## config.mk

```make
export PLATFORM = sky130hd
export DESIGN_NAME = io_element_ddr
export DESIGN_NICKNAME = d
export VERILOG_FILES = /design/src/core/ioe_pkg.sv /design/src/core/io_element_ddr.sv
export VERILOG_INCLUDE_DIRS = /design/src /design/src/core
export SDC_FILE = /design/constraint.sdc
export NUM_CORES = 1
export LEC_CHECK = 0
export ABC_AREA = 1
export ABC_CLOCK_PERIOD_IN_PS = 2000
export BUFFER_PORTS_ARGS = -buffer_cell sky130_fd_sc_hd__buf_2
export CAP_MARGIN = 20
export CORE_MARGIN = 2
export CORE_UTILIZATION = 45
export CTS_CLUSTER_DIAMETER = 150
export CTS_CLUSTER_SIZE = 25
export DETAILED_ROUTE_END_ITERATION = 10
export GPL_ROUTABILITY_DRIVEN = 0
export PLACE_DENSITY = 0.69
export SYNTH_ARGS = -nofsm -noshare
export SYNTH_HDL_FRONTEND = slang
export SYNTH_SLANG_ARGS = --single-unit
```

## constraint.sdc

```tcl
create_clock -name mclk -period 2 [get_ports mclk]
set_clock_uncertainty 0.15 [all_clocks]
set_input_delay 0.3 -clock mclk [delete_from_list [all_inputs] [get_ports mclk]]
set_output_delay 0.3 -clock mclk [all_outputs]
set_load 0.005 [all_outputs]
```

## src/core/ioe_regs.svh

```systemverilog
// Register offsets, field positions and reset values of the I/O element
`ifndef IO_ELEMENT_REGS_SVH
`define IO_ELEMENT_REGS_SVH
`define AXI_AW 8
`define ADDR_CTRL 8'h00
`define ADDR_SEL0 8'h04
`define ADDR_SEL1 8'h08
`define ADDR_STAT 8'h0C
`define CTRL_RST 32'h0000_0000
`define CTRL_MASK 32'h03FF_073F
`define CTRL_LOAD_BIT 6
`define SEL0_RST 32'h000F_7FFF
`define SEL0_MASK 32'h000F_FFFF
`define SEL1_RST 32'h0000_001E
`define SEL1_MASK 32'h0000_7FFF
`define SEL_W 5
`define SEL_PER_REG 4
`define N_CTL 7
`define CTL_OE 0
`define CTL_CEI 1
`define CTL_CEO 2
`define CTL_ACLR 3
`define CTL_SCLR 4
`define CTL_CKI 5
`define CTL_CKO 6
`define INV_DA 7
`define INV_DB 8
`define INV_PIN 9
`define N_IOCLK 8
`define BLK_N 4
`define COL_N 6
`define EXT_W 10
`define SRC_DQS 29
`define RESP_OKAY 2'h0
`define RESP_SLVERR 2'h2
`endif

```

## src/core/ioe_pkg.sv

```systemverilog
// Types shared by the I/O element design
package io_element_pkg;
`include "ioe_regs.svh"
   typedef enum logic [1:0] {
      MODE_SDR = 2'h0,
      MODE_DDR_IN = 2'h1,
      MODE_DDR_OUT = 2'h2,
      MODE_DDR_BIDIR = 2'h3
   } mode_e;
   typedef logic [`SEL_W-1:0] sel_t;
   typedef struct packed {
      logic [`BLK_N-1:0] oe;
      logic [`BLK_N-1:0] ce;
      logic [`BLK_N-1:0] clk;
      logic [`BLK_N-1:0] clr;
   } blk_ctrl_s;
   typedef struct packed {
      logic [`COL_N-1:0] data_a;
      logic [`COL_N-1:0] data_b;
      logic [`COL_N-1:0] oe;
      logic [`COL_N-1:0] ce_in;
      logic [`COL_N-1:0] ce_out;
      logic [`COL_N-1:0] clk;
      logic [`COL_N-1:0] clr;
   } col_lines_s;
   typedef struct packed {
      logic [5:0] rsv_hi;
      logic [9:0] inv;
      logic [4:0] rsv_mid;
      logic [2:0] lane;
      logic rsv_lo;
      logic load;
      logic dqs_pin;
      logic dq_pin;
      logic preset;
      logic oe_low;
      mode_e mode;
   } ctrl_s;
   typedef struct packed {
      logic [18:0] rsv;
      logic pin_lvl;
      logic in_pos;
      logic in_neg;
      logic lat;
      logic out_a;
      logic out_b;
      logic oe;
      logic oe_neg;
      logic pin_o;
      logic pin_oe;
      logic rx_hi;
      logic rx_lo;
      logic aclr_on;
   } stat_s;
endpackage : io_element_pkg

```

## src/core/io_element_ddr.sv

```systemverilog
// I/O element with single and double rate registers behind an AXI4-Lite slave
`timescale 1ns/1ps
`include "ioe_regs.svh"

module io_element_ddr
   import io_element_pkg::*;
(
   input wire logic mclk,
   input wire logic rst,
   input wire logic [`N_IOCLK-1:0] io_clk,
   input wire blk_ctrl_s blk,
   input wire col_lines_s col,
   input wire logic dqs_pin_in,
   input wire logic pin_i,
   output logic pin_o,
   output logic pin_oe,
   output logic rx_hi,
   output logic rx_lo,
   output logic rx_route,
   input wire logic [`AXI_AW-1:0] s_axi_awaddr,
   input wire logic s_axi_awvalid,
   output logic s_axi_awready,
   input wire logic [31:0] s_axi_wdata,
   input wire logic [3:0] s_axi_wstrb,
   input wire logic s_axi_wvalid,
   output logic s_axi_wready,
   output logic [1:0] s_axi_bresp,
   output logic s_axi_bvalid,
   input wire logic s_axi_bready,
   input wire logic [`AXI_AW-1:0] s_axi_araddr,
   input wire logic s_axi_arvalid,
   output logic s_axi_arready,
   output logic [31:0] s_axi_rdata,
   output logic [1:0] s_axi_rresp,
   output logic s_axi_rvalid,
   input wire logic s_axi_rready
);

   // ************************************************
   // Declarations
   // ************************************************
   ctrl_s ctrl_ff;
   logic [31:0] sel0_ff, sel1_ff;
   logic load_ff;
   logic [`EXT_W-1:0] s1_ff, s2_ff, s3_ff, flt_ff;
   logic [31:0] pool;
   sel_t sel [`N_CTL];
   logic [`N_CTL-1:0] ctl;
   logic [2:0] lane;
   logic cki_q_ff, cko_q_ff, rise_d_ff, fall_d_ff;
   logic rise_in, fall_in, rise_out, fall_out;
   logic din_a, din_b, pin_v, oe_src, ini, aclr, ddr_in, ddr_out;
   logic in_pos_ff, in_neg_ff, lat_ff, out_a_ff, out_b_ff, oe_ff, oe_neg_ff;
   logic pin_o_ff, pin_oe_ff, rx_hi_ff, rx_lo_ff, rx_route_ff;
   logic awready_ff, wready_ff, bvalid_ff, arready_ff, rvalid_ff;
   logic aw_hold_ff, w_hold_ff;
   logic [1:0] bresp_ff, rresp_ff;
   logic [31:0] wdata_ff, rdata_ff;
   logic [3:0] wstrb_ff;
   logic [`AXI_AW-1:0] awaddr_ff;
   logic we;
   stat_s stat;

   // Byte-lane merge of a write into a stored word
   function automatic logic [31:0] merge(input logic [31:0] old, input logic [31:0] d, input logic [3:0] strb);
      logic [31:0] r;
      r = old;
      for (int b = 0; b < 4; b++) begin
         if (strb[b]) begin
            r[b*8 +: 8] = d[b*8 +: 8];
         end
      end
      return r;
   endfunction : merge

   // ************************************************
   // Pin and dedicated clock synchronisers
   // ************************************************
   // Three stages; a change counts once stages two and three agree
   always_ff @(posedge mclk) begin
      if (rst) begin
         s1_ff <= '0;
         s2_ff <= '0;
         s3_ff <= '0;
         flt_ff <= '0;
      end else begin
         s1_ff <= {pin_i, dqs_pin_in, io_clk};
         s2_ff <= s1_ff;
         s3_ff <= s2_ff;
         flt_ff <= (s3_ff & ~(s2_ff ^ s3_ff)) | (flt_ff & (s2_ff ^ s3_ff));
      end
   end

   // ************************************************
   // Control source selection
   // ************************************************
   // Lanes beyond the column width fall back to lane zero
   assign lane = (ctrl_ff.lane < 3'(`COL_N)) ? ctrl_ff.lane : 3'h0;

   // Source pool: I/O clocks, block controls, column lane controls, strobe, constants
   assign pool[`N_IOCLK-1:0] = flt_ff[`N_IOCLK-1:0];
   assign pool[11:8] = blk.oe;
   assign pool[15:12] = blk.ce;
   assign pool[19:16] = blk.clk;
   assign pool[23:20] = blk.clr;
   assign pool[24] = col.oe[lane];
   assign pool[25] = col.ce_in[lane];
   assign pool[26] = col.ce_out[lane];
   assign pool[27] = col.clk[lane];
   assign pool[28] = col.clr[lane];
   assign pool[`SRC_DQS] = flt_ff[`N_IOCLK] & ctrl_ff.dqs_pin;
   assign pool[30] = 1'b0;
   assign pool[31] = 1'b1;

   // One selector and optional inversion per control
   for (genvar i = 0; i < `N_CTL; i++) begin : g_ctl
      if (i < `SEL_PER_REG) begin : g_lo
         assign sel[i] = sel0_ff[i*`SEL_W +: `SEL_W];
      end else begin : g_hi
         assign sel[i] = sel1_ff[(i-`SEL_PER_REG)*`SEL_W +: `SEL_W];
      end
      assign ctl[i] = pool[sel[i]] ^ ctrl_ff.inv[i];
   end

   // Data inputs, each with its own inversion
   assign din_a = col.data_a[lane] ^ ctrl_ff.inv[`INV_DA];
   assign din_b = col.data_b[lane] ^ ctrl_ff.inv[`INV_DB];
   assign pin_v = flt_ff[`N_IOCLK+1] ^ ctrl_ff.inv[`INV_PIN];
   assign oe_src = ctl[`CTL_OE] ^ ctrl_ff.oe_low;
   assign ini = ctrl_ff.preset;
   assign aclr = ctl[`CTL_ACLR];
   assign ddr_in = (ctrl_ff.mode == MODE_DDR_IN) || (ctrl_ff.mode == MODE_DDR_BIDIR);
   assign ddr_out = (ctrl_ff.mode == MODE_DDR_OUT) || (ctrl_ff.mode == MODE_DDR_BIDIR);

   // ************************************************
   // Element clock edges
   // ************************************************
   assign rise_in = ctl[`CTL_CKI] & ~cki_q_ff;
   assign fall_in = ~ctl[`CTL_CKI] & cki_q_ff;
   assign rise_out = ctl[`CTL_CKO] & ~cko_q_ff;
   assign fall_out = ~ctl[`CTL_CKO] & cko_q_ff;

   // Previous clock levels and delayed edge marks
   always_ff @(posedge mclk) begin
      if (rst) begin
         cki_q_ff <= 1'b0;
         cko_q_ff <= 1'b0;
         rise_d_ff <= 1'b0;
         fall_d_ff <= 1'b0;
      end else begin
         cki_q_ff <= ctl[`CTL_CKI];
         cko_q_ff <= ctl[`CTL_CKO];
         rise_d_ff <= rise_in;
         fall_d_ff <= fall_in;
      end
   end

   // ************************************************
   // Element registers
   // ************************************************
   // Input registers on their own clock and enable; clear or preset wins
   always_ff @(posedge mclk) begin
      if (rst) begin
         in_pos_ff <= 1'b0;
         in_neg_ff <= 1'b0;
      end else if (aclr || load_ff) begin
         in_pos_ff <= ini;
         in_neg_ff <= ini;
      end else begin
         if (rise_in && ctl[`CTL_CEI]) begin
            in_pos_ff <= ctl[`CTL_SCLR] ? ini : pin_v;
         end
         if (fall_in && ctl[`CTL_CEI] && ddr_in) begin
            in_neg_ff <= ctl[`CTL_SCLR] ? ini : pin_v;
         end
      end
   end

   // Latch, open while the input clock is high, only on data-group pins in DDR input modes
   always_ff @(posedge mclk) begin
      if (rst) begin
         lat_ff <= 1'b0;
      end else if (aclr || load_ff) begin
         lat_ff <= ini;
      end else if (ctrl_ff.dq_pin && ddr_in && ctl[`CTL_CKI]) begin
         lat_ff <= in_pos_ff;
      end
   end

   // Captured pair presented together after the falling edge in DDR input modes, after the rising edge otherwise
   always_ff @(posedge mclk) begin
      if (rst) begin
         rx_hi_ff <= 1'b0;
         rx_lo_ff <= 1'b0;
      end else if (ddr_in && fall_d_ff) begin
         rx_hi_ff <= ctrl_ff.dq_pin ? lat_ff : in_pos_ff;
         rx_lo_ff <= in_neg_ff;
      end else if (!ddr_in && rise_d_ff) begin
         rx_hi_ff <= in_pos_ff;
         rx_lo_ff <= in_pos_ff;
      end
   end

   // Pin level routed straight back to the array
   always_ff @(posedge mclk) begin
      if (rst) begin
         rx_route_ff <= 1'b0;
      end else begin
         rx_route_ff <= pin_v;
      end
   end

   // Output and enable registers on the shared output clock and enable
   always_ff @(posedge mclk) begin
      if (rst) begin
         out_a_ff <= 1'b0;
         out_b_ff <= 1'b0;
         oe_ff <= 1'b0;
      end else if (aclr || load_ff) begin
         out_a_ff <= ini;
         out_b_ff <= ini;
         oe_ff <= ini;
      end else if (rise_out && ctl[`CTL_CEO]) begin
         out_a_ff <= ctl[`CTL_SCLR] ? ini : din_a;
         out_b_ff <= ctl[`CTL_SCLR] ? ini : din_b;
         oe_ff <= ctl[`CTL_SCLR] ? ini : oe_src;
      end
   end

   // Falling-edge enable register
   always_ff @(posedge mclk) begin
      if (rst) begin
         oe_neg_ff <= 1'b0;
      end else if (aclr || load_ff) begin
         oe_neg_ff <= ini;
      end else if (fall_out && ctl[`CTL_CEO]) begin
         oe_neg_ff <= ctl[`CTL_SCLR] ? ini : oe_ff;
      end
   end

   // Pin drive: clock-level mux for DDR, delayed enable for bidirectional DDR
   always_ff @(posedge mclk) begin
      if (rst) begin
         pin_o_ff <= 1'b0;
         pin_oe_ff <= 1'b0;
      end else begin
         pin_o_ff <= (ddr_out && !ctl[`CTL_CKO]) ? out_b_ff : out_a_ff;
         unique case (ctrl_ff.mode)
            MODE_DDR_IN: pin_oe_ff <= 1'b0;
            MODE_DDR_BIDIR: pin_oe_ff <= oe_ff & oe_neg_ff;
            MODE_SDR, MODE_DDR_OUT: pin_oe_ff <= oe_ff;
         endcase
      end
   end

   assign pin_o = pin_o_ff;
   assign pin_oe = pin_oe_ff;
   assign rx_hi = rx_hi_ff;
   assign rx_lo = rx_lo_ff;
   assign rx_route = rx_route_ff;

   // ************************************************
   // AXI4-Lite slave
   // ************************************************
   assign we = aw_hold_ff && w_hold_ff && !bvalid_ff;

   // Write address and data taken in either order, response after both
   always_ff @(posedge mclk) begin
      if (rst) begin
         awready_ff <= 1'b0;
         wready_ff <= 1'b0;
         aw_hold_ff <= 1'b0;
         w_hold_ff <= 1'b0;
         bvalid_ff <= 1'b0;
         bresp_ff <= `RESP_OKAY;
         awaddr_ff <= '0;
         wdata_ff <= '0;
         wstrb_ff <= '0;
      end else begin
         if (s_axi_awvalid && awready_ff) begin
            awready_ff <= 1'b0;
            aw_hold_ff <= 1'b1;
            awaddr_ff <= s_axi_awaddr;
         end else if (!aw_hold_ff && !bvalid_ff) begin
            awready_ff <= 1'b1;
         end
         if (s_axi_wvalid && wready_ff) begin
            wready_ff <= 1'b0;
            w_hold_ff <= 1'b1;
            wdata_ff <= s_axi_wdata;
            wstrb_ff <= s_axi_wstrb;
         end else if (!w_hold_ff && !bvalid_ff) begin
            wready_ff <= 1'b1;
         end
         if (we) begin
            aw_hold_ff <= 1'b0;
            w_hold_ff <= 1'b0;
            bvalid_ff <= 1'b1;
            bresp_ff <= (awaddr_ff > `ADDR_STAT || awaddr_ff[1:0] != 2'h0) ? `RESP_SLVERR : `RESP_OKAY;
         end else if (bvalid_ff && s_axi_bready) begin
            bvalid_ff <= 1'b0;
         end
      end
   end

   // Configuration registers; the load bit pulses for one cycle
   always_ff @(posedge mclk) begin
      if (rst) begin
         ctrl_ff <= ctrl_s'(`CTRL_RST);
         sel0_ff <= `SEL0_RST;
         sel1_ff <= `SEL1_RST;
         load_ff <= 1'b0;
      end else begin
         load_ff <= 1'b0;
         if (we) begin
            unique case (awaddr_ff)
               `ADDR_CTRL: begin
                  ctrl_ff <= ctrl_s'(merge(ctrl_ff, wdata_ff, wstrb_ff) & `CTRL_MASK);
                  load_ff <= wstrb_ff[0] & wdata_ff[`CTRL_LOAD_BIT];
               end
               `ADDR_SEL0: sel0_ff <= merge(sel0_ff, wdata_ff, wstrb_ff) & `SEL0_MASK;
               `ADDR_SEL1: sel1_ff <= merge(sel1_ff, wdata_ff, wstrb_ff) & `SEL1_MASK;
               default: load_ff <= 1'b0;
            endcase
         end
      end
   end

   // Status word of live element state
   always_comb begin
      stat = '0;
      stat.pin_lvl = pin_v;
      stat.in_pos = in_pos_ff;
      stat.in_neg = in_neg_ff;
      stat.lat = lat_ff;
      stat.out_a = out_a_ff;
      stat.out_b = out_b_ff;
      stat.oe = oe_ff;
      stat.oe_neg = oe_neg_ff;
      stat.pin_o = pin_o_ff;
      stat.pin_oe = pin_oe_ff;
      stat.rx_hi = rx_hi_ff;
      stat.rx_lo = rx_lo_ff;
      stat.aclr_on = aclr;
   end

   // Read channel: one cycle from address to data
   always_ff @(posedge mclk) begin
      if (rst) begin
         arready_ff <= 1'b0;
         rvalid_ff <= 1'b0;
         rdata_ff <= '0;
         rresp_ff <= `RESP_OKAY;
      end else if (s_axi_arvalid && arready_ff) begin
         arready_ff <= 1'b0;
         rvalid_ff <= 1'b1;
         rresp_ff <= `RESP_OKAY;
         unique case (s_axi_araddr)
            `ADDR_CTRL: rdata_ff <= ctrl_ff;
            `ADDR_SEL0: rdata_ff <= sel0_ff;
            `ADDR_SEL1: rdata_ff <= sel1_ff;
            `ADDR_STAT: rdata_ff <= stat;
            default: begin
               rdata_ff <= '0;
               rresp_ff <= `RESP_SLVERR;
            end
         endcase
      end else if (rvalid_ff && s_axi_rready) begin
         rvalid_ff <= 1'b0;
      end else if (!rvalid_ff) begin
         arready_ff <= 1'b1;
      end
   end

   assign s_axi_awready = awready_ff;
   assign s_axi_wready = wready_ff;
   assign s_axi_bvalid = bvalid_ff;
   assign s_axi_bresp = bresp_ff;
   assign s_axi_arready = arready_ff;
   assign s_axi_rvalid = rvalid_ff;
   assign s_axi_rdata = rdata_ff;
   assign s_axi_rresp = rresp_ff;
endmodule : io_element_ddr

```

# Yosys cells after proc, flatten, opt, wreduce, memory -nomap -nowiden
# Index checks and enable logic that the tools add are counted.
# op_classes
magnitude_cmp,10
eq_ne,8
muxes,61
bitwise,31
n_reduce_logical,57
# op_table
operator,count
one-hot mux 26 bit (4 select lines),1
less-than comparator 5 x 6 -> 1 bit (second input constant),7
two-way mux 1 bit,42
binary-select mux 1 bit (select 5 bit),7
AND reduction 3 bit,9
== test 8 x 4 -> 1 bit (second input constant),3
binary-select mux 1 bit (select 3 bit),7
AND 10 bit,2
logical AND 1 bit,19
nonzero test 2 bit,9
== test 8 x 3 -> 1 bit (second input constant),2
zero test 8 bit,2
bitwise XOR 1 bit,11
NOT 10 bit,1
bitwise OR 10 bit,1
OR reduction 2 bit,5
bitwise XOR 10 bit,1
> comparator 8 x 4 -> 1 bit (second input constant),1
NOT 1 bit,8
AND 1 bit,7
zero test 1 bit,5
== test 2 bit (second input constant),2
logical OR 1 bit,4
less-than comparator 3 x 4 -> 1 bit (second input constant),1
other kinds (9),10
# word_totals
reg_bits,192
out_inout_bits,46
word_cells,214

# Depth between registers and ports, before layout
# Gate-level depths: netlist of the first run.
# depth
depth_word,13
depth_mapped,21
ltp_nobuf,20

# Least setup slack after synthesis of the first run
# No wires, ideal clock.
# synth_path
kind,register -> register
startpoint,reg ctrl_ff[8] (netlist bit)
endpoint,reg in_pos_ff
setup_ns,0.111
t_arrival_ns,1.947
path_slack_ns,-0.208
stages_incl_launch_ff,20
path_buffers,2
synth_period_minus_slack_ns,2.208
cell_sequence,dfxtp_1 -> buf_4 -> clkbuf_1 -> nand3_1 -> nand3_1 -> nand3_1 -> nand3_1 -> nand2_1 -> nor2_1 -> nand2_1 -> nand2_1 -> nand2_1 -> nand2_1 -> nand2_1 -> nand3_4 -> inv_2 -> nand2_1 -> nand2_1 -> nor2_1 -> nor2_1
# synth_between
elab_chain_cells,10
word_cells_on_any_way,31
cone_classes,1 x order compare; 22 x mux; 5 x bitwise; 3 x reduce/logical
# synth_lines
item,line,rtl
from (decl),io_element_ddr.sv:42,ctrl_s ctrl_ff;
from (signal assigned),io_element_ddr.sv:309,ctrl_ff <= ctrl_s'(`CTRL_RST);
from (signal assigned),io_element_ddr.sv:318,"ctrl_ff <= ctrl_s'(merge(ctrl_ff, wdata_ff, wstrb_ff) & `CTRL_MASK);"
less-than comparator 3 bit,io_element_ddr.sv:98,assign lane = (ctrl_ff.lane < 3'(`COL_N)) ? ctrl_ff.lane : 3'h0;
two-way mux 3 bit *,io_element_ddr.sv:98,
"binary-select mux 1 bit (select 3 bit), on equally long branches",-,
"two-way mux 1 bit, on equally long branches",-,
binary-select mux 1 bit (select 5 bit),io_element_ddr.sv:122,assign ctl[i] = pool[sel[i]] ^ ctrl_ff.inv[i];
two-way mux 1 bit (implied by the code),io_element_ddr.sv:122,
bitwise XOR 1 bit,io_element_ddr.sv:122,
two-way mux 1 bit or AND 1 bit (tied branches),"io_element_ddr.sv:171, io_element_ddr.sv:138",
two-way mux 1 bit or logical AND 1 bit (tied branches),io_element_ddr.sv:170,if (rise_in && ctl[`CTL_CEI]) begin
two-way mux 1 bit or nonzero test 2 bit (tied branches),-,
to (signal assigned),io_element_ddr.sv:167,in_pos_ff <= ini;
to (signal assigned),io_element_ddr.sv:171,in_pos_ff <= ctl[`CTL_SCLR] ? ini : pin_v;
to (decl),io_element_ddr.sv:53,"logic in_pos_ff, in_neg_ff, lat_ff, out_a_ff, out_b_ff, oe_ff, oe_neg_ff;"
# Mark *: on every way between the ends. The rest lies on a longest branch, timed or not. The select of a mux whose other input is x is not followed.
# A chain may end at the register's enable or synchronous reset.

# Worst setup path after layout of the first run
# layout_path
startpoint,reg ctrl_ff[9] (netlist bit)
endpoint,reg out_b_ff
# layout_between
elab_chain_cells,10
word_cells_on_any_way,34
cone_classes,1 x order compare; 24 x mux; 6 x bitwise; 3 x reduce/logical
# layout_lines
item,line,rtl
less-than comparator 3 bit,io_element_ddr.sv:98,
two-way mux 3 bit *,io_element_ddr.sv:98,
"binary-select mux 1 bit (select 3 bit), on equally long branches",-,
"two-way mux 1 bit, on equally long branches",-,
binary-select mux 1 bit (select 5 bit),io_element_ddr.sv:122,
two-way mux 1 bit (implied by the code),io_element_ddr.sv:122,
bitwise XOR 1 bit,io_element_ddr.sv:122,
two-way mux 1 bit or AND 1 bit (tied branches),"io_element_ddr.sv:225, io_element_ddr.sv:140",
two-way mux 1 bit or logical AND 1 bit (tied branches),io_element_ddr.sv:223,end else if (rise_out && ctl[`CTL_CEO]) begin
two-way mux 1 bit or nonzero test 2 bit (tied branches),-,
to (signal assigned),io_element_ddr.sv:221,out_b_ff <= ini;
to (signal assigned),io_element_ddr.sv:225,out_b_ff <= ctl[`CTL_SCLR] ? ini : din_b;
to (decl),io_element_ddr.sv:53,
# Marks and branches as above.

==> run_results.csv, run 1 <==
group,metric,value,unit
routing,drtPass1Iterations,5,
die,initial_core_util,0.460,
finish,area_delta_synth_final,39.4,%
yosys,yosysUniqueCellTypes,36,
routing,drt_iter0_markers,1248,
die,chipWidth,148,um
finish,n_fill_cell,1840,
sta,finalWorstPathRequiredPeriod,2.40,ns
placed_design,port_buffers,158,
pwr,ir_worst_vdd,0.592,mV
cts,clkTransAtPathRegs,0.08,ns
worst_setup_path,cp_slowest_cell,"dfxtp_4",
yosys,synth_edf_count,0,
global_route,grtUsageTotal,0.307,
worst_hold_path,hp-class,"input port to flip-flop",
sta,worst_slew_margin_rel,0.596,
finish,multi_input_area,5140,um^2
cts,clock_path_buffers,2,
placed_design,hpwl,25000,um
worst_setup_path,end_kind,"flip-flop",
yosys,synth-seq-area-share,0.396,
finish,antenna_cells,0,
worst_setup_path,start_kind,"flip-flop",
yosys,ys_async_sr_fraction,0,
yosys,syn_area,9300,um^2
sta,holdWs,0.00241,ns
placed_design,postPlaceCellArea,11400,um^2
die,ioPinCount,173,
worst_setup_path,cpPeakStageDelay,0.38,ns
yosys,synth_flop_cell,"dfxtp_1",
finish,register_area,3700,um^2
global_route,grt_overflow_total,0,
sta,fin_crit_sh,1.20,
routing,via_count,11100,
yosys,yosys.area.top_type,"dfxtp_1",
yosys,synthTopCellsByArea,"dfxtp_1 (40%), nand2_1 (11%), a21oi_1 (8.7%)",
global_route,grt_antenna_before_repair,0,
die,num_rows,52,
cts,root_buffer,"clkbuf_16",
worst_setup_path,critical_path_peak_fanout,9,
finish,fin_area,13000,um^2
die,die_h,148,um
cts,h-tree-depth,4,
finish,drive_gt1_frac,0.277,
sta,drv_slew,0,
worst_setup_path,path_class,"flip-flop to flip-flop",
sta,fin_ws,-0.404,ns
run_status,status,"finished, violations left",
yosys,ys_seq_elements,184,
worst_setup_path,arrival,2.64,ns
die,core_area,20200,um^2
sta,clock.fmax,0.416,GHz
sta,setup_viol,13,
die,die-area,21800,um^2
routing,routedWlPerCell,17.6,um
routing,drc,0,
global_route,grt_pass1_wl,52300,um
cts,insertion_delay,0.44,ns
global_route,grt_pass1_vias,10000,
routing,ant_nets,0,
yosys,synth_top_area_share,0.396,
sta,rsz0062_at_grt,"true",
sta,tightest_slew,0.598,ns
sta,hold_violations,0,
run,drv_cap,0,
yosys,synth_warnings,0,
cts,cts_tree,"yes",
pwr,power_density,631,nW/um^2
yosys,synthCells,1389,
worst_setup_path,path_cells,"nand2_8 > nand2_4 > nand2_1 > nand2_1 > nand2_2 > nand3_4 > nand3_2 > nand2_2 > a21oi_2 > nand2_1 > nand2_2 > nand2_2 > nand2_2 > nand3_4 > nor2_4 > nand2_1 > nand2_1 > nor2_2 > nor2_1",
yosys,yosysMostFrequentCell,"nand2_1",
routing,vias_per_cell,5.58,
yosys,syn_area_per_cell,6.70,um^2
cts,cts_made_buffers,17,
pwr,leakagePower,5.91,nW
global_route,grt_max_degree,117,
routing,routed_wl,34900,um
yosys,yosys-top-cells-count,"nand2_1 (268), dfxtp_1 (184), a21oi_1 (161)",
finish,nets,1828,
run_status,failed_checks,"setup timing",
worst_setup_path,required,2.24,ns
cts,cts_sinks,184,
[metrics by stage]
step / std cells / TNS [ns] / power [mW] / setup WS (ns) / utilization
CTS: 1970 / -2.20 / 8.15 / -0.276 / 0.622
global placement: 1895 / -4.97 / 4.57 / -0.304 / 0.562
floorplan: 1396 / -0.326 / 4.25 / -0.0675 / -
finish: 1984 / -3.28 / 8.18 / -0.404 / 0.641
detailed placement: 1895 / -6.06 / 4.58 / -0.376 / 0.562
global route: 1984 / -5.94 / 8.46 / -0.545 / 0.641
[path summary, 6_finish.rpt]
| check | cells after the start | slack, ns | start | end |
|---|---|---|---|---|
| setup / recovery | 19 | -0.40 | ctrl_ff[9] | out_b_ff |
| hold / removal | 3 | 0.002 | s_axi_wstrb[1] | wstrb_ff[1] |
| setup reg to reg | 19 | -0.40 | ctrl_ff[9] | out_b_ff |
| hold reg to reg | 2 | 0.25 | s1_ff[7] | s2_ff[7] |
[cells in the final DEF, fill, tap and decap left out, types with 18 or more instances in the layout]
cell / n
nand3_1: 90
a21oi_1: 152
dlygate4sd3_1: 33
nand2_1: 229
o211ai_1: 45
dfxtp_1: 180
nor2_1: 120
nand2_2: 29
buf_4: 153
inv_1: 150
buf_2: 159
o22ai_1: 19
clkbuf_16: 18
o21ai_1: 23
o21ai_0: 122
[critical path: cells and delay by family, from the launching register on]
kind / cells / cell delay (ns)
flops: 1 / 0.38
simple gates: 18 / 1.69
compound gates: 1 / 0.12
[state kept, by name, indices dropped and copies added, names as in the netlist, 4 cells and up, named ones only]
register / flops
s2_ff: 10
wdata_ff: 26
wstrb_ff: 4
sel1_ff: 15
ctrl_ff: 18
awaddr_ff: 8
s_axi_rdata: 26
s1_ff: 10
s3_ff: 10
sel0_ff: 20
[area by class of cell]
cell class,instances,share of cell area
Timing Repair Buffer,359,0.193
Inverter,170,0.0513
Timing Repair inverter,1,0.000289
Sequential cell,184,0.285
Multi-Input combinational cell,968,0.396
Clock buffer,18,0.0339
Clock inverter,14,0.0137
Tap cell,270,0.0261
[cell families after synthesis]
group,count (synthesis),share of synthesized area
and+or+nand+nor,531,0.238
AOI/OAI and AO/OA,422,0.256
buffers and inverters,245,0.103
DFF,184,0.396
xor gates and xnor gates,4,0.00377
muxes,2,0.00215
other,1,0.000403
[where the power goes]
group / internal (mW) / leakage (nW) / switching [mW] / total (mW)
combinational: 0.345 / 4.11 / 0.440 / 0.785
sequential: 3.76 / 1.50 / 0.0708 / 3.83
clock: 1.93 / 0.302 / 1.63 / 3.56
[repair_timing]
item,in CTS,in global routing
hold buffers,33,0
endpoints found under the setup margin,31,59
buffers inserted,8,13
pin swaps,11,20
endpoints found under the hold margin,33,0
resized for setup,48,93
gates cloned,2,1
[layer usage]
layer  vias to the layer above  part of all wire  global-route usage
met5                         -                 0                   0
met4                         0             0.058               0.172
met3                       159              0.10              0.0664
met2                       645              0.44               0.476
met1                      4962              0.40               0.398
li1                       5295                 -                   -
(Power assumes the default switching activity.)
==> run 2, diff against run 1 <==
--- a/config.mk
+++ b/config.mk
@@ -6,17 +6,18 @@
 export SDC_FILE = /design/constraint.sdc
 export NUM_CORES = 1
 export LEC_CHECK = 0
-export ABC_AREA = 1
 export ABC_CLOCK_PERIOD_IN_PS = 2000
 export BUFFER_PORTS_ARGS = -buffer_cell sky130_fd_sc_hd__buf_2
 export CAP_MARGIN = 20
+export CELL_PAD_IN_SITES_DETAIL_PLACEMENT = 0
+export CELL_PAD_IN_SITES_GLOBAL_PLACEMENT = 1
 export CORE_MARGIN = 2
-export CORE_UTILIZATION = 45
+export CORE_UTILIZATION = 38
 export CTS_CLUSTER_DIAMETER = 150
 export CTS_CLUSTER_SIZE = 25
 export DETAILED_ROUTE_END_ITERATION = 10
 export GPL_ROUTABILITY_DRIVEN = 0
-export PLACE_DENSITY = 0.69
+export PLACE_DENSITY_LB_ADDON = 0.1
 export SYNTH_ARGS = -nofsm -noshare
 export SYNTH_HDL_FRONTEND = slang
 export SYNTH_SLANG_ARGS = --single-unit
==> run 2 against run 1 <==
  * The flow still finishes with violations (setup timing)
  * Wire length fell by 11%
  * Global-route usage fell by 6.6 points
  * Cell area rose by 0.91%
  * Critical path type unchanged
  * Largest power group unchanged
==> run_results.csv, run 2 <==
group,metric,value,unit
run_status,status,"finished, violations left",
run_status,failed_checks,"setup timing",
yosys,synth_edf_count,0,
global_route,grt_pass1_wl,49100,um
die,ioPinCount,173,
worst_setup_path,path_class,"flip-flop to flip-flop",
worst_setup_path,start_kind,"flip-flop",
sta,fin_crit_sh,1.56,
worst_setup_path,critical_path_peak_fanout,15,
cts,clock_path_buffers,2,
yosys,syn_area_per_cell,8.82,um^2
global_route,grt_max_degree,69,
placed_design,hpwl,24200,um
pwr,ir_worst_vdd,0.555,mV
cts,clkTransAtPathRegs,0.09,ns
yosys,yosys-top-cells-count,"nand2_1 (226), dfxtp_1 (184), a21oi_1 (90)",
yosys,syn_area,9520,um^2
routing,drc,0,
run,drv_cap,0,
cts,cts_sinks,184,
die,core_area,24500,um^2
yosys,synth_flop_cell,"dfxtp_1",
yosys,synth-seq-area-share,0.387,
sta,worst_slew_margin_rel,0.607,
cts,cts_made_buffers,17,
sta,rsz0062_at_grt,"true",
sta,clock.fmax,0.321,GHz
worst_hold_path,hp-class,"input port to flip-flop",
die,num_rows,57,
die,die-area,26300,um^2
yosys,yosysMostFrequentCell,"nand2_1",
finish,mostFrequentLayoutCell,"nand2_1",
worst_setup_path,arrival,3.29,ns
sta,setup_viol,13,
routing,via_count,9145,
sta,tightest_slew,0.588,ns
routing,drtPass1Iterations,5,
worst_setup_path,end_kind,"flip-flop",
routing,routedWlPerCell,17.9,um
placed_design,pre_cts_ws,-1.19,ns
sta,fin_ws,-1.11,ns
yosys,ys_async_sr_fraction,0,
routing,routed_wl,31200,um
sta,holdWs,0.0171,ns
yosys,yosysUniqueCellTypes,72,
yosys,synthCells,1079,
sta,hold_violations,0,
pwr,power_density,619,nW/um^2
yosys,synth_top_area_share,0.387,
worst_setup_path,required,2.18,ns
die,chipWidth,162,um
finish,nets,1530,
cts,root_buffer,"clkbuf_16",
yosys,synthTopCellsByArea,"dfxtp_1 (39%), mux4_2 (13%), nand2_1 (8.9%)",
routing,vias_per_cell,5.26,
routing,drt_iter0_markers,772,
cts,insertion_delay,0.44,ns
global_route,grt_pass1_vias,8862,
pwr,leakagePower,5.40,nW
die,initial_core_util,0.389,
yosys,yosys.area.top_type,"dfxtp_1",
sta,finalWorstPathRequiredPeriod,3.11,ns
finish,antenna_cells,0,
global_route,grtUsageTotal,0.241,
finish,final_cell_mix,"nand2_1 (223), dfxtp_1 (179), buf_4 (167)",
die,die_h,162,um
placed_design,port_buffers,158,
global_route,grt_antenna_before_repair,0,
finish,area_delta_synth_final,37.5,%
routing,ant_nets,0,
sta,finalSetupTns,-12.27,ns
cts,h-tree-depth,4,
yosys,ys_seq_elements,184,
sta,drv_slew,0,
yosys,synth_warnings,0,
cts,cts_tree,"yes",
finish,drive_gt1_frac,0.342,
global_route,grt_overflow_total,0,
-- run 2: cell count changes after synthesis, moves of 54 or more --
cell and change:
a21oi_1 -71, inv_1 -144, mux4_2 +54, nand3_1 -64
nor2_1 -70, o21ai_0 -114
-- run 2: power by group --
| part | total, mW | leakage [nW] | switching, mW | internal (mW) |
|---|---|---|---|---|
| clock | 3.52 | 0.296 | 1.70 | 1.82 |
| combinational | 0.773 | 3.61 | 0.362 | 0.411 |
| sequential | 3.80 | 1.50 | 0.0636 | 3.74 |
| total | 8.09 | 5.40 | 2.13 | 5.96 |
-- run 2: repair_timing --
action | CTS | global route
endpoints found under the hold margin | 50 | 0
pin swaps | 8 | 8
hold buffers | 50 | 0
buffers inserted | 4 | 6
endpoints found under the setup margin | 37 | 67
gates resized for setup | 34 | 17
-- run 2: path summary, 6_finish.rpt --
| path | start | endpoint | slack, ns | cells after the start |
|---|---|---|---|---|
| worst max-delay path | ctrl_ff[8] | out_a_ff | -1.11 | 10 |
| worst min-delay path | s_axi_wvalid | s_axi_wready | 0.02 | 4 |
| worst max register to register | ctrl_ff[8] | out_a_ff | -1.11 | 10 |
| worst min register to register | s1_ff[2] | s2_ff[2] | 0.29 | 1 |
-- run 2: worst max-delay path: stages (launching register included) --
cell and delay (ns):
dfxtp_4 0.38, buf_12 0.16, mux2i_2 0.16, a22oi_4 0.21, a311oi_2 0.12, a2111o_1 0.44
or4_4 0.54, and2_4 0.18, o31a_1 0.31, buf_4 0.15, o41ai_2 0.21
-- run 2: final cells by class --
| type | instances | area [um^2] |
|---|---|---|
| Sequential cell | 184 | 3700 |
| Clock inverter | 13 | 180 |
| Timing Repair Buffer | 383 | 2690 |
| Inverter | 17 | 63.8 |
| Clock buffer | 19 | 433 |
| Multi-Input combinational cell | 800 | 5620 |
| Fill cell | 2318 | 11400 |
| Tap cell | 324 | 405 |
-- run 2: layer usage --
metal	share of wire	routed length, um	track usage	vias up
met5	0	0	0	-
met3	0.063	1970	0.0498	52
met2	0.45	14100	0.388	312
met1	0.45	14000	0.319	4280
met4	0.036	1110	0.0913	0
li1	-	-	-	4501
-- run 2: logic make-up (layout without fill, tap and decap cells) --
group | count (synthesis) | count (layout) | synth area share
AOI/OAI and AO/OA | 226 | 226 | 0.157
buffers and inverters | 102 | 432 | 0.0479
and+or+nand+nor | 458 | 458 | 0.222
xor gates and xnor gates | 9 | 9 | 0.00828
other | 1 | 8 | 0.000394
muxes | 99 | 99 | 0.178
DFF | 184 | 184 | 0.387
-- run 2: metrics by stage --
| stage | total power, mW | utilization | instance area [um^2] | cells |
|---|---|---|---|---|
| floorplan | 4.23 | - | 9620 | 1086 |
| finish | 8.09 | 0.535 | 13100 | 1740 |
| global route | 8.40 | 0.535 | 13100 | 1740 |
| detailed placement | 4.57 | 0.479 | 11700 | 1649 |
| global placement | 4.56 | 0.479 | 11700 | 1649 |
| CTS | 8.15 | 0.530 | 13000 | 1734 |
==> run 3, diff against run 2 <==
--- a/config.mk
+++ b/config.mk
@@ -6,13 +6,12 @@
 export SDC_FILE = /design/constraint.sdc
 export NUM_CORES = 1
 export LEC_CHECK = 0
-export ABC_CLOCK_PERIOD_IN_PS = 2000
+export ABC_CLOCK_PERIOD_IN_PS = 3920
 export BUFFER_PORTS_ARGS = -buffer_cell sky130_fd_sc_hd__buf_2
 export CAP_MARGIN = 20
 export CELL_PAD_IN_SITES_DETAIL_PLACEMENT = 0
 export CELL_PAD_IN_SITES_GLOBAL_PLACEMENT = 1
-export CORE_MARGIN = 2
-export CORE_UTILIZATION = 38
+export CORE_UTILIZATION = 46
 export CTS_CLUSTER_DIAMETER = 150
 export CTS_CLUSTER_SIZE = 25
 export DETAILED_ROUTE_END_ITERATION = 10
==> constraint.sdc (replaced) <==
create_clock -name mclk -period 3.92 [get_ports mclk]
set_clock_uncertainty 0.15 [all_clocks]
set_input_delay 0.588 -clock mclk [delete_from_list [all_inputs] [get_ports mclk]]
set_output_delay 0.588 -clock mclk [all_outputs]
set_load 0.005 [all_outputs]
==> run 3 against run 2 <==
  * The flow now finishes without violations
  * Cell area fell by 15%
  * Clock power fell by 51%
  * Critical path depth fell by 2
  * Via count fell by 7.5%
  * Power fell by 51%
  * Register-to-register slack improved by 1.5 ns
  * Wire length fell by 12%
  * Combinational power fell by 61%
  * Flip-flop and latch count did not move
  * Die area fell by 19%
  * Sequential share of layout area rose by 5.0 points
  * Non-clock buffer count fell by 205
  * Critical endpoint is now lat_ff
  * Largest cell class unchanged
  * Highest routed layer unchanged
==> run_results.csv, run 3 (synthesized netlist as in run 2, its figures left out) <==
group,metric,value,unit
run_status,status,"completed",
sta,setup_viol,0,
placed_design,port_buffers,158,
sta,rsz0062_at_grt,"false",
worst_setup_path,arrival,3.76,ns
finish,final_cell_mix,"nand2_1 (226), dfxtp_1 (184), buf_2 (157)",
global_route,grt_pass1_wl,43000,um
global_route,grt_pass1_vias,7595,
cts,insertion_delay,0.43,ns
pwr,leakagePower,4.35,nW
sta,tightest_slew,0.919,ns
sta,drv_slew,0,
cts,cts_made_buffers,17,
global_route,use_met1,0.365,
sta,clock.fmax,0.282,GHz
pwr,power_density,360,nW/um^2
cts,root_buffer,"clkbuf_16",
routing,routed_wl,27400,um
global_route,use_met2,0.375,
finish,mostFrequentLayoutCell,"nand2_1",
worst_setup_path,required,4.14,ns
die,ioPinCount,173,
sta,finalWorstPathRequiredPeriod,3.55,ns
worst_setup_path,start_kind,"flip-flop",
global_route,grt_max_degree,157,
finish,drive_gt1_frac,0.241,
routing,drt_iter0_markers,730,
cts,postCtsSetupBuffers,0,
die,initial_core_util,0.470,
pwr,p_total,3.99,mW
routing,via_count,8455,
sta,hold_violations,0,
global_route,grt_overflow_total,0,
sta,finalSetupTns,0,ns
worst_setup_path,critical_path_peak_fanout,10,
die,die_h,146,um
pwr,ir_worst_vdd,0.305,mV
cts,cts_resized,0,
placed_design,hpwl,20000,um
cts,clock_path_buffers,2,
global_route,grtUsageTotal,0.259,
sta,fin_crit_sh,0.905,
finish,antenna_cells,0,
global_route,gr-usage-met3,0.0558,
routing,drc,0,
die,chipWidth,146,um
routing,ant_nets,0,
cts,cts_sinks,184,
cts,clkTransAtPathRegs,0.08,ns
die,core_area,20200,um^2
worst_setup_path,path_class,"flip-flop to flip-flop",
global_route,busiest_layer,"met2",
routing,routedWlPerCell,18.5,um
cts,ctsHoldBuffers,0,
sta,worst_slew_margin_rel,0.382,
run,drv_cap,0,
finish,area_delta_synth_final,16.4,%
finish,nets,1325,
die,die-area,21300,um^2
worst_setup_path,end_kind,"flip-flop",
global_route,grt_antenna_before_repair,0,
die,num_rows,52,
finish,post-route-util,0.548,
routing,drtPass1Iterations,5,
routing,vias_per_cell,5.71,
worst_hold_path,hp-class,"input port to flip-flop",
cts,cts_tree,"yes",
cts,h-tree-depth,4,
-- run 3: changes by cell type in the layout (fill, tap and decap cells not counted), sizes merged --
cell and delta:
inv +2, bufinv -1, buf -155, clkinv -1
dlygate4sd3 -50
-- run 3: cell type report --
cell class,instances,area (um^2)
Clock buffer,19,443
Clock inverter,13,154
Fill cell,1944,9150
Inverter,17,63.8
Multi-Input combinational cell,800,5400
Sequential cell,184,3680
Tap cell,270,338
Timing Repair Buffer,178,996
-- run 3: layer usage --
| metal | part of all wire | vias to the layer above |
|---|---|---|
| met5 | 0 | - |
| met3 | 0.079 | 45 |
| met2 | 0.43 | 376 |
| met1 | 0.45 | 3929 |
| met4 | 0.041 | 0 |
| li1 | - | 4105 |
-- run 3: per-stage QoR --
step	hold WS (ns)	instances	setup WS (ns)	instance area [um^2]
after global placement	0.267	1447	0.342	10400
after CTS	0.193	1479	0.421	11000
after floorplan	0.264	1086	0.841	9540
final	0.209	1481	0.371	11100
after global routing	0.204	1481	0.256	11100
after detailed placement	0.276	1447	0.311	10400
-- run 3: worst max-delay path, cell delays in order, from the launching register on --
cell and delay (ns):
dfxtp_1 0.71, mux4_2 0.56, nor2b_1 0.14, a2111oi_0 0.68
a2111oi_0 0.25, o31a_1 0.25, xnor2_1 0.21, or3_1 0.37
a31oi_1 0.15
-- run 3: worst paths after layout --
kind | endpoint | start | slack (ns) | depth (start not counted)
min reg2reg | s2_ff[1] | s1_ff[1] | 0.29 | 1
max reg2reg | lat_ff | sel1_ff[5] | 0.37 | 8
min | s1_ff[4] | io_clk[4] | 0.21 | 2
max | lat_ff | sel1_ff[5] | 0.37 | 8
-- run 3: report_power, final --
part           switching [mW]  internal [mW]
clock network           0.863          0.881
registers              0.0321           1.91
logic                   0.158          0.145
